## src/hw/smc_pkg.sv

```systemverilog
// shared constants and carrier types for the sensor mode controller
package smc_pkg;
    // register offsets on the plain register port
    localparam logic [7:0] SMC_ADDR_INIT = 8'h0F;
    localparam logic [7:0] SMC_ADDR_MODE = 8'h10;
    localparam logic [7:0] SMC_ADDR_STATUS = 8'h08;
    localparam logic [7:0] SMC_ADDR_COUNT = 8'h29;
    // start-up register values
    localparam logic [7:0] SMC_INIT_KEY = 8'h42;
    localparam logic [7:0] SMC_INIT_BUSY = 8'h45;
    localparam logic [7:0] SMC_INIT_READY = 8'h40;
    localparam logic [7:0] SMC_INIT_DONE = 8'h43;
    // reset values and the endless count
    localparam logic [7:0] SMC_MODE_RESET = 8'h00;
    localparam logic [7:0] SMC_COUNT_RESET = 8'h01;
    localparam logic [7:0] SMC_COUNT_FOREVER = 8'hFF;
    localparam logic [7:0] SMC_ZERO = 8'h00;
    // mode register field positions
    localparam int SMC_COUNTED_ACQUISITION_MODE_BIT = 7;
    localparam int SMC_PD_LO = 4;
    localparam int SMC_NUM_AXES = 3;
    // heartbeat: transitions allowed for a mode change
    localparam int SMC_HB_TRANSITIONS = 3;
    // operating modes
    typedef enum logic [2:0] {
        SMC_SLEEP = 3'b000,
        SMC_STANDBY = 3'b001,
        SMC_SNIFF = 3'b010,
        SMC_RSV3 = 3'b011,
        SMC_RSV4 = 3'b100,
        SMC_CONTINUOUS_SAMPLING_MODE = 3'b101,
        SMC_COMBINED_WATCH_SAMPLING_MODE = 3'b110,
        SMC_COUNTED_ACQUISITION_MODE = 3'b111
    } smc_mode_t;
    // register port request
    typedef struct packed {
        logic [7:0] addr;
        logic [7:0] wdata;
        logic wr;
        logic rd;
    } smc_req_t;
    // block enables presented to the datapath
    typedef struct packed {
        logic clocks_on;
        logic sniff_on;
        logic sample_on;
        logic fifo_on;
        logic [2:0] axis_on;
    } smc_ctl_t;
endpackage

```

## src/hw/smc_heartbeat.sv

```systemverilog
// heartbeat divider: one-cycle pulse per heartbeat transition
`timescale 1ns/1ps
`default_nettype none
module smc_heartbeat import smc_pkg::*; #(
    parameter int HB_DIV = 16
) (
    // clock and reset
    input wire logic clk,
    input wire logic srst,
    // heartbeat transition pulse
    output logic tick
);
    // all state in one struct
    typedef struct packed {
        logic [15:0] cnt;
        logic tick;
    } smc_hb_t;
    smc_hb_t st, next_st;

    // free-running divider
    always_comb begin
        next_st = st;
        next_st.tick = 1'b0;
        if (st.cnt == 16'(HB_DIV - 1)) begin
            next_st.cnt = 16'h0000;
            next_st.tick = 1'b1;
        end else begin
            next_st.cnt = st.cnt + 16'h0001;
        end
    end

    // register the state
    always_ff @(posedge clk) begin
        if (srst) begin
            st <= '{cnt: 16'h0000, tick: 1'b0};
        end else begin
            st <= next_st;
        end
    end

    assign tick = st.tick;
endmodule
`default_nettype wire

```

## src/hw/smc_startup.sv

```systemverilog
// start-up sequencer: counts out the internal start-up time
`timescale 1ns/1ps
`default_nettype none
module smc_startup import smc_pkg::*; #(
    parameter int STARTUP_CYCLES = 64
) (
    // clock and reset
    input wire logic clk,
    input wire logic srst,
    // status
    output logic busy
);
    // all state in one struct
    typedef struct packed {
        logic [15:0] cnt;
        logic busy;
    } smc_su_t;
    smc_su_t st, next_st;

    // count the start-up time up from zero after reset
    always_comb begin
        next_st = st;
        if (st.busy) begin
            if (st.cnt == 16'(STARTUP_CYCLES - 1)) begin
                next_st.busy = 1'b0;
            end else begin
                next_st.cnt = st.cnt + 16'h0001;
            end
        end
    end

    // register the state
    always_ff @(posedge clk) begin
        if (srst) begin
            st <= '{cnt: 16'h0000, busy: 1'b1};
        end else begin
            st <= next_st;
        end
    end

    assign busy = st.busy;
endmodule
`default_nettype wire

```

## src/hw/smc_top.sv

```systemverilog
// mode control register bank with start-up register and mode sequencer
//
// How it works
// - init reads 0x45 busy, then 0x40
// - after host writes the 0x42 key, init reads 0x43
// - mode change completes within three heartbeats
// - hardware may rewrite the mode field
// - 000 sleep, clocks stopped
// - 001 standby, clocks on, no sampling
// - 010 sniff, auto switch to wake
// - 101 continuous wake, sniff off
// - 110 sniff, sampling and fifo together
// - 111 counted acquisition, then back to sleep unless the count is 0xFF
// - bits 4..6 power down axes
//
// Implementation choice: the address-and-strobe port.
`timescale 1ns/1ps
`default_nettype none
module smc_top import smc_pkg::*; #(
    parameter int STARTUP_CYCLES = 64,
    parameter int HB_DIV = 16
) (
    // clock and reset
    input wire logic clk,
    input wire logic srst,
    // register port
    input wire logic [7:0] addr,
    input wire logic [7:0] wdata,
    input wire logic wr,
    input wire logic rd,
    output logic [7:0] rdata,
    // datapath events
    input wire logic activity,
    input wire logic sample_done,
    // datapath control
    output smc_ctl_t ctl,
    output smc_mode_t mode_now
);
    // all state in one struct
    typedef struct packed {
        logic init_written;     // host wrote the start-up key
        smc_mode_t mode_field;  // requested mode, may move by hardware
        logic [2:0] axis_pd;    // per-axis power-down
        smc_mode_t mode_eff;    // mode in force (status field)
        logic [1:0] hb_cnt;     // heartbeats since change was requested
        logic pending;          // a mode change is waiting
        logic [7:0] count;      // acquisition sample count
        logic [7:0] taken;      // samples taken in counted mode
        logic [7:0] rdata;      // read data register
        logic [7:0] pend_age;   // cycles the pending change has waited
    } smc_st_t;
    smc_st_t st, next_st;

    // longest wait a mode change may see: three heartbeat periods
    localparam logic [7:0] AGE_LIMIT = 8'(SMC_HB_TRANSITIONS * HB_DIV);
    // saturation point of the wait counter, so it never wraps to zero
    localparam logic [7:0] AGE_MAX = 8'hFF;

    // request carried as one bundle
    smc_req_t req;
    // start-up and heartbeat helpers
    logic su_busy;
    logic hb_tick;

    assign req = '{addr: addr, wdata: wdata, wr: wr, rd: rd};

    // internal start-up timer
    smc_startup #(.STARTUP_CYCLES(STARTUP_CYCLES)) u_startup (
        .clk(clk),
        .srst(srst),
        .busy(su_busy)
    );

    // heartbeat clock as a pulse train
    smc_heartbeat #(.HB_DIV(HB_DIV)) u_heartbeat (
        .clk(clk),
        .srst(srst),
        .tick(hb_tick)
    );

    // next-state logic for the whole bank
    always_comb begin
        next_st = st;
        // read path: data valid the cycle after the strobe
        next_st.rdata = SMC_ZERO;
        if (req.rd) begin
            case (req.addr)
                SMC_ADDR_INIT: begin
                    if (su_busy) begin
                        next_st.rdata = SMC_INIT_BUSY;
                    end else if (st.init_written) begin
                        next_st.rdata = SMC_INIT_DONE;
                    end else begin
                        next_st.rdata = SMC_INIT_READY;
                    end
                end
                SMC_ADDR_STATUS: begin
                    next_st.rdata = {5'h00, st.mode_eff}; // status mode field
                end
                SMC_ADDR_COUNT: begin
                    next_st.rdata = st.count;
                end
                default: begin
                    next_st.rdata = SMC_ZERO; // unmapped or write-only reads zero
                end
            endcase
        end
        // heartbeat counting of a pending change
        if (st.pending && hb_tick && st.hb_cnt != 2'(SMC_HB_TRANSITIONS - 1)) begin
            next_st.hb_cnt = st.hb_cnt + 2'b01;
        end
        // apply pending change on the last allowed heartbeat
        if (st.pending && hb_tick && st.hb_cnt == 2'(SMC_HB_TRANSITIONS - 1)) begin
            next_st.mode_eff = st.mode_field;
            next_st.pending = 1'b0;
            next_st.taken = SMC_ZERO;
        end
        // hardware-driven transitions while a mode is in force
        if (!st.pending) begin
            case (st.mode_eff)
                SMC_SNIFF: begin
                    if (activity) begin
                        next_st.mode_field = SMC_CONTINUOUS_SAMPLING_MODE;
                        next_st.mode_eff = SMC_CONTINUOUS_SAMPLING_MODE;
                    end
                end
                SMC_COUNTED_ACQUISITION_MODE: begin
                    if (sample_done && st.count != SMC_COUNT_FOREVER) begin
                        if (st.taken + 8'h01 >= st.count) begin
                            next_st.mode_field = SMC_SLEEP;
                            next_st.mode_eff = SMC_SLEEP;
                        end else begin
                            next_st.taken = st.taken + 8'h01;
                        end
                    end
                end
                default: begin
                    next_st.taken = st.taken;
                end
            endcase
        end
        // host writes
        if (req.wr) begin
            case (req.addr)
                SMC_ADDR_INIT: begin
                    if (req.wdata == SMC_INIT_KEY) begin
                        next_st.init_written = 1'b1;
                    end
                end
                SMC_ADDR_MODE: begin
                    next_st.axis_pd = req.wdata[SMC_PD_LO +: SMC_NUM_AXES];
                    next_st.hb_cnt = 2'b00;
                    next_st.pending = 1'b1;
                    if (req.wdata[SMC_COUNTED_ACQUISITION_MODE_BIT] && st.mode_eff == SMC_STANDBY) begin
                        next_st.mode_field = SMC_COUNTED_ACQUISITION_MODE;
                    end else begin
                        next_st.mode_field = smc_mode_t'(req.wdata[2:0]);
                    end
                end
                SMC_ADDR_COUNT: begin
                    next_st.count = req.wdata;
                end
                default: begin
                    next_st.count = next_st.count; // unmapped writes ignored
                end
            endcase
        end
        // cycles a change has waited; a new mode write starts the count again
        if ((req.wr && req.addr == SMC_ADDR_MODE) || !next_st.pending) begin
            next_st.pend_age = SMC_ZERO;
        end else if (st.pend_age != AGE_MAX) begin
            next_st.pend_age = st.pend_age + 8'h01;
        end
    end

    // register the state
    always_ff @(posedge clk) begin
        if (srst) begin
            st.init_written <= 1'b0;
            st.mode_field <= smc_mode_t'(SMC_MODE_RESET[2:0]);
            st.axis_pd <= SMC_MODE_RESET[SMC_PD_LO +: SMC_NUM_AXES];
            st.mode_eff <= SMC_SLEEP;
            st.hb_cnt <= 2'b00;
            st.pending <= 1'b0;
            st.count <= SMC_COUNT_RESET;
            st.taken <= SMC_ZERO;
            st.rdata <= SMC_ZERO;
            st.pend_age <= SMC_ZERO;
        end else begin
            st <= next_st;
        end
    end

    // block enables decoded from the mode in force
    always_comb begin
        ctl = '0;
        case (st.mode_eff)
            SMC_SLEEP: begin
                ctl = '0;
            end
            SMC_STANDBY: begin
                ctl.clocks_on = 1'b1;
            end
            SMC_SNIFF: begin
                ctl.clocks_on = 1'b1;
                ctl.sniff_on = 1'b1;
            end
            SMC_CONTINUOUS_SAMPLING_MODE: begin
                ctl.clocks_on = 1'b1;
                ctl.sample_on = 1'b1;
            end
            SMC_COMBINED_WATCH_SAMPLING_MODE: begin
                ctl.clocks_on = 1'b1;
                ctl.sniff_on = 1'b1;
                ctl.sample_on = 1'b1;
                ctl.fifo_on = 1'b1;
            end
            SMC_COUNTED_ACQUISITION_MODE: begin
                ctl.clocks_on = 1'b1;
                ctl.sample_on = 1'b1;
            end
            default: begin
                ctl.clocks_on = 1'b1; // reserved codes behave as standby
            end
        endcase
        if (ctl.sample_on) begin
            ctl.axis_on = ~st.axis_pd;
        end
    end

    assign rdata = st.rdata;
    assign mode_now = st.mode_eff;

    // mode change lands within three heartbeats
    property p_hb;
        @(posedge clk) disable iff (srst)
        (st.pending && hb_tick && st.hb_cnt == 2'(SMC_HB_TRANSITIONS - 1) && !req.wr)
            |=> (mode_now == $past(st.mode_field)) && !st.pending;
    endproperty
    mode_change_a: assert property (p_hb) else $error("mode change late");

    // start-up read value while the sequencer still runs
    init_busy_a: assert property (@(posedge clk) disable iff (srst)
        (rd && addr == SMC_ADDR_INIT && su_busy) |=> rdata == SMC_INIT_BUSY)
        else $error("init busy value wrong");

    // start-up read value once the sequencer is done and no key came
    init_ready_a: assert property (@(posedge clk) disable iff (srst)
        (rd && addr == SMC_ADDR_INIT && !su_busy && !st.init_written)
            |=> rdata == SMC_INIT_READY)
        else $error("init ready value wrong");

    // read-back after the key, never the key itself
    init_done_a: assert property (@(posedge clk) disable iff (srst)
        (rd && addr == SMC_ADDR_INIT && !su_busy && st.init_written)
            |=> rdata == SMC_INIT_DONE)
        else $error("init done value wrong");

    // a change must not wait past three heartbeat periods
    pend_age_a: assert property (@(posedge clk) disable iff (srst)
        st.pend_age < AGE_LIMIT)
        else $error("mode change took too long");

    // activity in sniff hands over to continuous wake at once
    sniff_wake_a: assert property (@(posedge clk) disable iff (srst)
        (mode_now == SMC_SNIFF && !st.pending && activity && !wr)
            |=> mode_now == SMC_CONTINUOUS_SAMPLING_MODE && ctl.sample_on && !ctl.sniff_on)
        else $error("sniff did not wake");

    // sleep keeps every block off
    sleep_off_a: assert property (@(posedge clk) disable iff (srst)
        mode_now == SMC_SLEEP |-> ctl == '0)
        else $error("sleep not quiet");

    // standby runs clocks but takes no samples
    standby_idle_a: assert property (@(posedge clk) disable iff (srst)
        mode_now == SMC_STANDBY |-> ctl.clocks_on && !ctl.sample_on)
        else $error("standby sampling");

    // continuous wake samples with the sniff path off
    continuous_sampling_mode_run_a: assert property (@(posedge clk) disable iff (srst)
        mode_now == SMC_CONTINUOUS_SAMPLING_MODE |-> ctl.clocks_on && ctl.sample_on && !ctl.sniff_on)
        else $error("continuous wake wrong");

    // combined mode runs sniff, sampling and fifo together
    combined_watch_sampling_mode_all_a: assert property (@(posedge clk) disable iff (srst)
        mode_now == SMC_COMBINED_WATCH_SAMPLING_MODE |-> ctl.sniff_on && ctl.sample_on && ctl.fifo_on)
        else $error("combined mode incomplete");

    // counted acquisition samples with the sniff path off
    counted_acquisition_mode_sample_a: assert property (@(posedge clk) disable iff (srst)
        mode_now == SMC_COUNTED_ACQUISITION_MODE |-> ctl.clocks_on && ctl.sample_on && !ctl.sniff_on)
        else $error("acquisition not sampling");

    // an endless count never drops back to sleep
    counted_acquisition_mode_forever_a: assert property (@(posedge clk) disable iff (srst)
        (mode_now == SMC_COUNTED_ACQUISITION_MODE && !st.pending && st.count == SMC_COUNT_FOREVER && !wr)
            |=> mode_now == SMC_COUNTED_ACQUISITION_MODE)
        else $error("endless acquisition stopped");

    // axis power-down bits land with every mode write
    axis_pd_a: assert property (@(posedge clk) disable iff (srst)
        (wr && addr == SMC_ADDR_MODE)
            |=> st.axis_pd == $past(wdata[SMC_PD_LO +: SMC_NUM_AXES]))
        else $error("axis power-down not stored");

    // reset leaves sleep with all axes enabled
    reset_mode_a: assert property (@(posedge clk)
        srst |=> mode_now == SMC_SLEEP && st.axis_pd == 3'b000)
        else $error("reset mode wrong");
endmodule
`default_nettype wire

```

## config.mk

```make
export PLATFORM = sky130hd
export DESIGN_NAME = smc_top
export DESIGN_NICKNAME = d
export VERILOG_FILES = /design/src/hw/smc_pkg.sv /design/src/hw/smc_heartbeat.sv /design/src/hw/smc_startup.sv /design/src/hw/smc_top.sv
export SDC_FILE = /design/constraint.sdc
export NUM_CORES = 1
export LEC_CHECK = 0
export BUFFER_PORTS_ARGS = -buffer_cell sky130_fd_sc_hd__buf_4
export CELL_PAD_IN_SITES_DETAIL_PLACEMENT = 0
export CELL_PAD_IN_SITES_GLOBAL_PLACEMENT = 2
export CORE_MARGIN = 8
export CORE_UTILIZATION = 40
export CTS_BUF_LIST = sky130_fd_sc_hd__clkbuf_8
export DETAILED_ROUTE_END_ITERATION = 16
export PLACE_DENSITY_LB_ADDON = 0.1
export SLEW_MARGIN = 25
export SYNTH_ARGS = -nofsm -noshare
export SYNTH_HDL_FRONTEND = slang
export SYNTH_HIERARCHICAL = 1
export SYNTH_SLANG_ARGS = --single-unit
```

## constraint.sdc

```tcl
create_clock -name clk -period 3.75 [get_ports clk]
set_input_delay 0.75 -clock clk [delete_from_list [all_inputs] [get_ports clk]]
set_output_delay 0.75 -clock clk [all_outputs]
set_load 0.01 [all_outputs]
```

==> impl_metrics.ini, run 1 <==
[run_status]
status = finished clean

[timing]
timing.final.crit_share_pct = 73.4
layout_min_cycle_time_ns = 2.75
hold_violations = 0
max_freq_mhz = 363
fin_worst_skew_ns = 0.0196
rsz0062_at_grt = no
relSlewSlack_pct = 57.2
finalSetupViolCount = 0
worst_pin_slew_ns = 0.637
drv_slew = 0
tns_ns = 0

[synth]
synth-edff-count = 0
ys_ff_latch = 71
synth.largest_area_cell = dfxtp_1
ys_async_sr_fraction_pct = 0
ys_top_cells_by_area = dfxtp_1 (39%), xnor2_1 (5.3%), nor2_1 (4.3%), ha_1 (4.1%), a21oi_1 (3.7%)
yosysSeqAreaShare_pct = 38.8
yosys.area_share.simple_pct = 29.5
ys_warn_count = 6
avgSynthCellArea_um2 = 8.70
synth.area.mux_share_pct = 1.47
yosysTopAreaCellShare_pct = 38.8
yosys.area_share.adder_pct = 4.10
synth_top_family_by_area = simple AND/OR/NAND/NOR gates
synthDistinctLibCells = 58
syn_inst = 421
synthTopCellsByCount = dfxtp_1 (71), nor2_1 (42), nand2_1 (33)
synth-xor-area-share_pct = 6.69
synth_flop_cell = dfxtp_1
synthesis.nets = 455
synth.most_common_cell = dfxtp_1
synth_compound_area_share_pct = 12.9
syn-cell-area_um2 = 3660

[clocking]
htree_levels = 3
cts_hold_buffers = 0
clk_pin_slew_worst_paths_ns = 0.09
post_cts_resized = 0
cts_setup_buffers = 0
clock_sinks = 71
cts_buffer_depth = 2
clock_latency_ns = 0.35
root_buffer = clkbuf_8
cts_tree = yes
numCtsBuffers = 9

[critical_path]
cp_data_required_time_ns = 4.03
rr_startpoint = st[16]
startpoint = st[16]
arrival_ns = 3.03
rrSetupSlack_ns = 1.0
crit_fanout = 10
start_kind = register
crit_type = register to register
cp-end-kind = register

[global_route]
grt_pass1_vias = 2957
grt_usage_pct = 14.3
grt_pass1_wl_um = 14500
grt_max_degree = 54
grt_antenna_before_repair = 0
grt_overflow = 0

[floorplan]
die_area_um2 = 12500
die_h_um = 112
io_pins = 40
initial_core_util_pct = 40.4
core_um2 = 9060
row_count = 35
die_w_um = 112

[power_and_ir_drop]
p_per_area_nw_per_um2 = 363
ir_worst_vdd_uv = 205
power_leakage_nw = 1.50

[detailed_routing]
ant_nets = 0
drt_drc_violations_left = 0
dr_total_vias = 3008
post_drt_wl_per_cell_um = 15.2
firstDrtPassIters = 4
wl_um = 8500
drtIter0Drc = 113
vias_per_cell = 5.39

[layout]
num_antenna_cells = 0
post-route-util_pct = 45.8
finalNetCount = 476
syn_to_final_growth_pct = 13.4
final_layout_size_suffix_gt1_share_pct = 18.8
regArea_um2 = 1420
fill_cells = 900
multi_input_area_um2 = 2000

[run]
maxCapViolCount = 0

[placement]
place_congestion = 0.773
hpwl_um = 6150
portBuffers = 39

[min_path]
min-delay-start = st[39]
min_path_type = register to register
-- where the power goes --
part           switching (W)  leakage, nW  internal (W)  total [W]
Clock               0.000291        0.114      0.000390   0.000681
Sequential        0.00000725        0.573      0.000759   0.000766
Combinational      0.0000350        0.810     0.0000259  0.0000609
-- stage by stage --
step / power [W] / cell area [µm²] / std cells / hold slack, ns / setup WS, ns
floorplan: 0.000813 / 3660 / 421 / 0.437 / 1.30
global placement: 0.000845 / 3930 / 542 / 0.447 / 1.06
detailed placement: 0.000845 / 3930 / 542 / 0.451 / 1.01
CTS: 0.00153 / 4150 / 558 / 0.464 / 0.985
global route: 0.00158 / 4150 / 558 / 0.486 / 0.748
finish: 0.00151 / 4150 / 558 / 0.462 / 0.997
-- sequential cells by signal, summed over array words and instances (netlist names) --
name / cells
st: 26
u_heartbeat/st: 16
u_startup/st: 16
rdata: 8
mode_now: 3
u_heartbeat/tick: 1
u_startup/busy: 1
-- per-layer routing --
metal / up-vias / global-route usage (%) / part of all wire [%]
li1: 1550 / - / -
met1: 1420 / 17.3 / 46
met2: 28 / 23.9 / 50
met3: 10 / 3.63 / 2.7
met4: 0 / 4.74 / 1.3
met5: - / 0 / 0
-- cells in the final DEF, fill, tap and decap left out, drive strengths merged, types with 4 or more instances in the layout --
master  Yosys  layout
o21ai       7       7
buf        14      40
xnor2      22      22
nor2       46      46
nor3       13      13
and3        9       9
nand3      22      22
ha         12      12
nand2b      5       5
nor2b       6       6
xor2        6       6
or4         5       5
inv        18      19
o211ai      9       9
or3         6       6
a21oi      27      27
nor4       15      15
clkbuf     16      10
dfxtp      71      71
nand4      15      15
nand2      33      33
nand3b      4       4
-- cell type report --
| cell class | count | share of cell area [%] |
|---|---|---|
| timing repair buffer | 40 | 7.23 |
| sequential | 71 | 34.2 |
| clock inverter | 6 | 2.05 |
| multi-input combinational | 302 | 48.2 |
| clock buffer | 10 | 3.31 |
| inverter | 18 | 1.63 |
| tap | 111 | 3.34 |
-- worst max-delay path, cell delays in order, from the launching register on --
cell and delay (ns):
dfxtp_1 0.40, ha_1 0.20, nand3_1 0.14, nor2_1 0.15, xor2_1 0.24, ha_1 0.29, o21a_1 0.17, a21oi_1 0.19
o31ai_1 0.15, buf_4 0.20, or4_1 0.39, a31oi_1 0.16
-- logic make-up after synthesis --
| group | after synthesis |
|---|---|
| and+or+nand+nor | 190 |
| xor gates and xnor gates | 28 |
| DFF | 71 |
| muxes | 5 |
| buffers and inverters | 48 |
| adders and majority gates | 12 |
| AOI/OAI and AO/OA | 67 |
-- path summary, 6_finish.rpt --
kind / depth (start not counted) / endpoint
max: 11 / st[21]
min: 2 / st[39]
max reg2reg: 11 / st[21]
min reg2reg: 2 / st[39]
No activity file was read; power rests on OpenSTA's default activity.
==> run 2: changes to the inputs <==
--- a/config.mk
+++ b/config.mk
@@ -9,7 +9,7 @@
 export CELL_PAD_IN_SITES_DETAIL_PLACEMENT = 0
 export CELL_PAD_IN_SITES_GLOBAL_PLACEMENT = 2
 export CORE_MARGIN = 8
-export CORE_UTILIZATION = 40
+export CORE_UTILIZATION = 33
 export CTS_BUF_LIST = sky130_fd_sc_hd__clkbuf_8
 export DETAILED_ROUTE_END_ITERATION = 16
 export PLACE_DENSITY_LB_ADDON = 0.1
==> constraint.sdc (replaced) <==
create_clock -name clk -period 2.3 [get_ports clk]
set_input_delay 0.46 -clock clk [delete_from_list [all_inputs] [get_ports clk]]
set_output_delay 0.46 -clock clk [all_outputs]
set_load 0.01 [all_outputs]
==> run 2 against run 1 <==
  * The run now ends with negative setup slack left
  * Non-clock buffer count is 45 higher
  * Clock power is 37% higher
  * Register-to-register slack worse by 1.2 ns
  * Worst hold slack got worse by 0.079 ns
  * Sequential share of layout area shrank 3.3 points
  * Critical path depth unchanged
  * Final cell count increased by 13%
  * Highest routed layer unchanged
  * Clock skew down 0.010 ns
  * Critical path type unchanged
  * Flip-flop and latch count stayed put
  * Die area grew 18%
==> impl_metrics.ini, run 2 (synthesized netlist as in run 1, its figures left out) <==
[run_status]
status = finished, violations left
failed_checks = negative setup slack

[floorplan]
row_count = 38
die_w_um = 121
io_pins = 40
initial_core_util_pct = 33.8
die_area_um2 = 14700
die_h_um = 121
core_um2 = 10800

[global_route]
grt_pass1_vias = 3236
grt_pass1_wl_um = 15900
grt_overflow = 0
grt_antenna_before_repair = 0
grt_max_degree = 44
grt_usage_pct = 13.5

[layout]
regMostFlops = st
final_common_cell = buf_4
multi_input_area_um2 = 2130
syn_to_final_growth_pct = 26.6
largest_reg_flops = 26
post-route-util_pct = 42.8
final_cell_mix = buf_4 (81), dfxtp_1 (67), nor2_1 (41)
regArea_um2 = 1430
fill_cells = 1097
finalNetCount = 521
final_layout_size_suffix_gt1_share_pct = 31.1
largestRegisters = st: 26 flops, u_heartbeat/st: 16 flops, u_startup/st: 16 flops
num_antenna_cells = 0

[timing]
hold_violations = 0
layout_min_cycle_time_ns = 2.50
holdWs_ns = 0.384
finalSetupViolCount = 14
setup_slack_ns = -0.204
rsz0062_at_grt = yes
max_freq_mhz = 399
relSlewSlack_pct = 66.9
worst_pin_slew_ns = 0.496
fin_worst_skew_ns = 0.00953
timing.final.crit_share_pct = 109
drv_slew = 0
tns_ns = -2.04

[power_and_ir_drop]
power_leakage_nw = 1.72
ir_worst_vdd_uv = 286
p_per_area_nw_per_um2 = 492
power_w = 0.00228

[placement]
portBuffers = 39
hpwl_um = 6980
place_congestion = 0.767
preCtsSetupSlack_ns = -0.539

[clocking]
htree_levels = 3
clock_latency_ns = 0.35
cts_tree = yes
numCtsBuffers = 9
cts_buffer_depth = 2
clk_pin_slew_worst_paths_ns = 0.09
clock_sinks = 71
root_buffer = clkbuf_8

[detailed_routing]
firstDrtPassIters = 4
drtIter0Drc = 160
ant_nets = 0
drt_drc_violations_left = 0
wl_um = 9690
dr_total_vias = 3230
vias_per_cell = 5.11
post_drt_wl_per_cell_um = 15.3

[critical_path]
crit_type = register to register
crit_fanout = 5
cp-end-kind = register
cp_data_required_time_ns = 2.58
rrSetupSlack_ns = -0.20
start_kind = register
arrival_ns = 2.78

[min_path]
min_path_type = input port to register

[run]
maxCapViolCount = 0
==> run 2: changes by cell type in the layout (fill, tap and decap cells not counted), moves of 5 or more <==
cell,before,now
a21oi_1,27,21
a21oi_2,0,6
buf_4,40,81
nand3_1,21,16
==> run 2: repair_timing <==
action / in CTS / in global routing
hold buffers: 0 / 0
setup buffers: 8 / 3
setup endpoints to repair: 14 / 14
pin swaps: 11 / 16
resized for setup: 16 / 16
==> run 2: layout make-up <==
type                    instances  share of cell area (%)
repair buffers                 85                    14.1
multi-input cells             302                    45.9
clock buffers                   9                    2.67
flip-flops and latches         71                    30.9
clock inverters                 7                    1.19
well taps                     140                    3.78
inverters                      18                    1.46
==> run 2: metrics by stage <==
stage / cells / instance area, µm²
final: 632 / 4640
after global routing: 632 / 4640
after floorplan: 421 / 3680
after global placement: 606 / 4240
after CTS: 630 / 4560
after detailed placement: 606 / 4240
==> run 2: final timing paths <==
kind | from | end | cells past startpoint
setup reg to reg | st[16] | st[17] | 11
hold / removal | wdata[4] | st[38] | 3
setup / recovery | st[16] | st[17] | 11
hold reg to reg | st[39] | st[39] | 2
==> run 2: metal layers <==
| layer | share of wire (%) | GRT usage [%] | up-vias |
|---|---|---|---|
| li1 | - | - | 1633 |
| met1 | 46 | 16.6 | 1543 |
| met2 | 49 | 22.2 | 48 |
| met3 | 3.7 | 3.35 | 6 |
| met4 | 0.78 | 4.86 | 0 |
| met5 | 0 | 0 | - |
==> run 2: where the power goes <==
| part | leakage, nW | internal (W) | switching (W) |
|---|---|---|---|
| combinational | 1.06 | 0.0000454 | 0.0000594 |
| sequential | 0.576 | 0.00123 | 0.0000119 |
| clock | 0.0866 | 0.000402 | 0.000528 |
==> run 2: critical path: stages (launching register included) <==
cell and delay [ns]:
dfxtp_4 0.40, nand3_4 0.08, or2_4 0.25, xnor2_2 0.13, ha_1 0.31, a211o_1 0.31, a21oi_2 0.20, buf_4 0.14
o31a_1 0.22, buf_6 0.16, nand3_1 0.10, a21oi_2 0.13
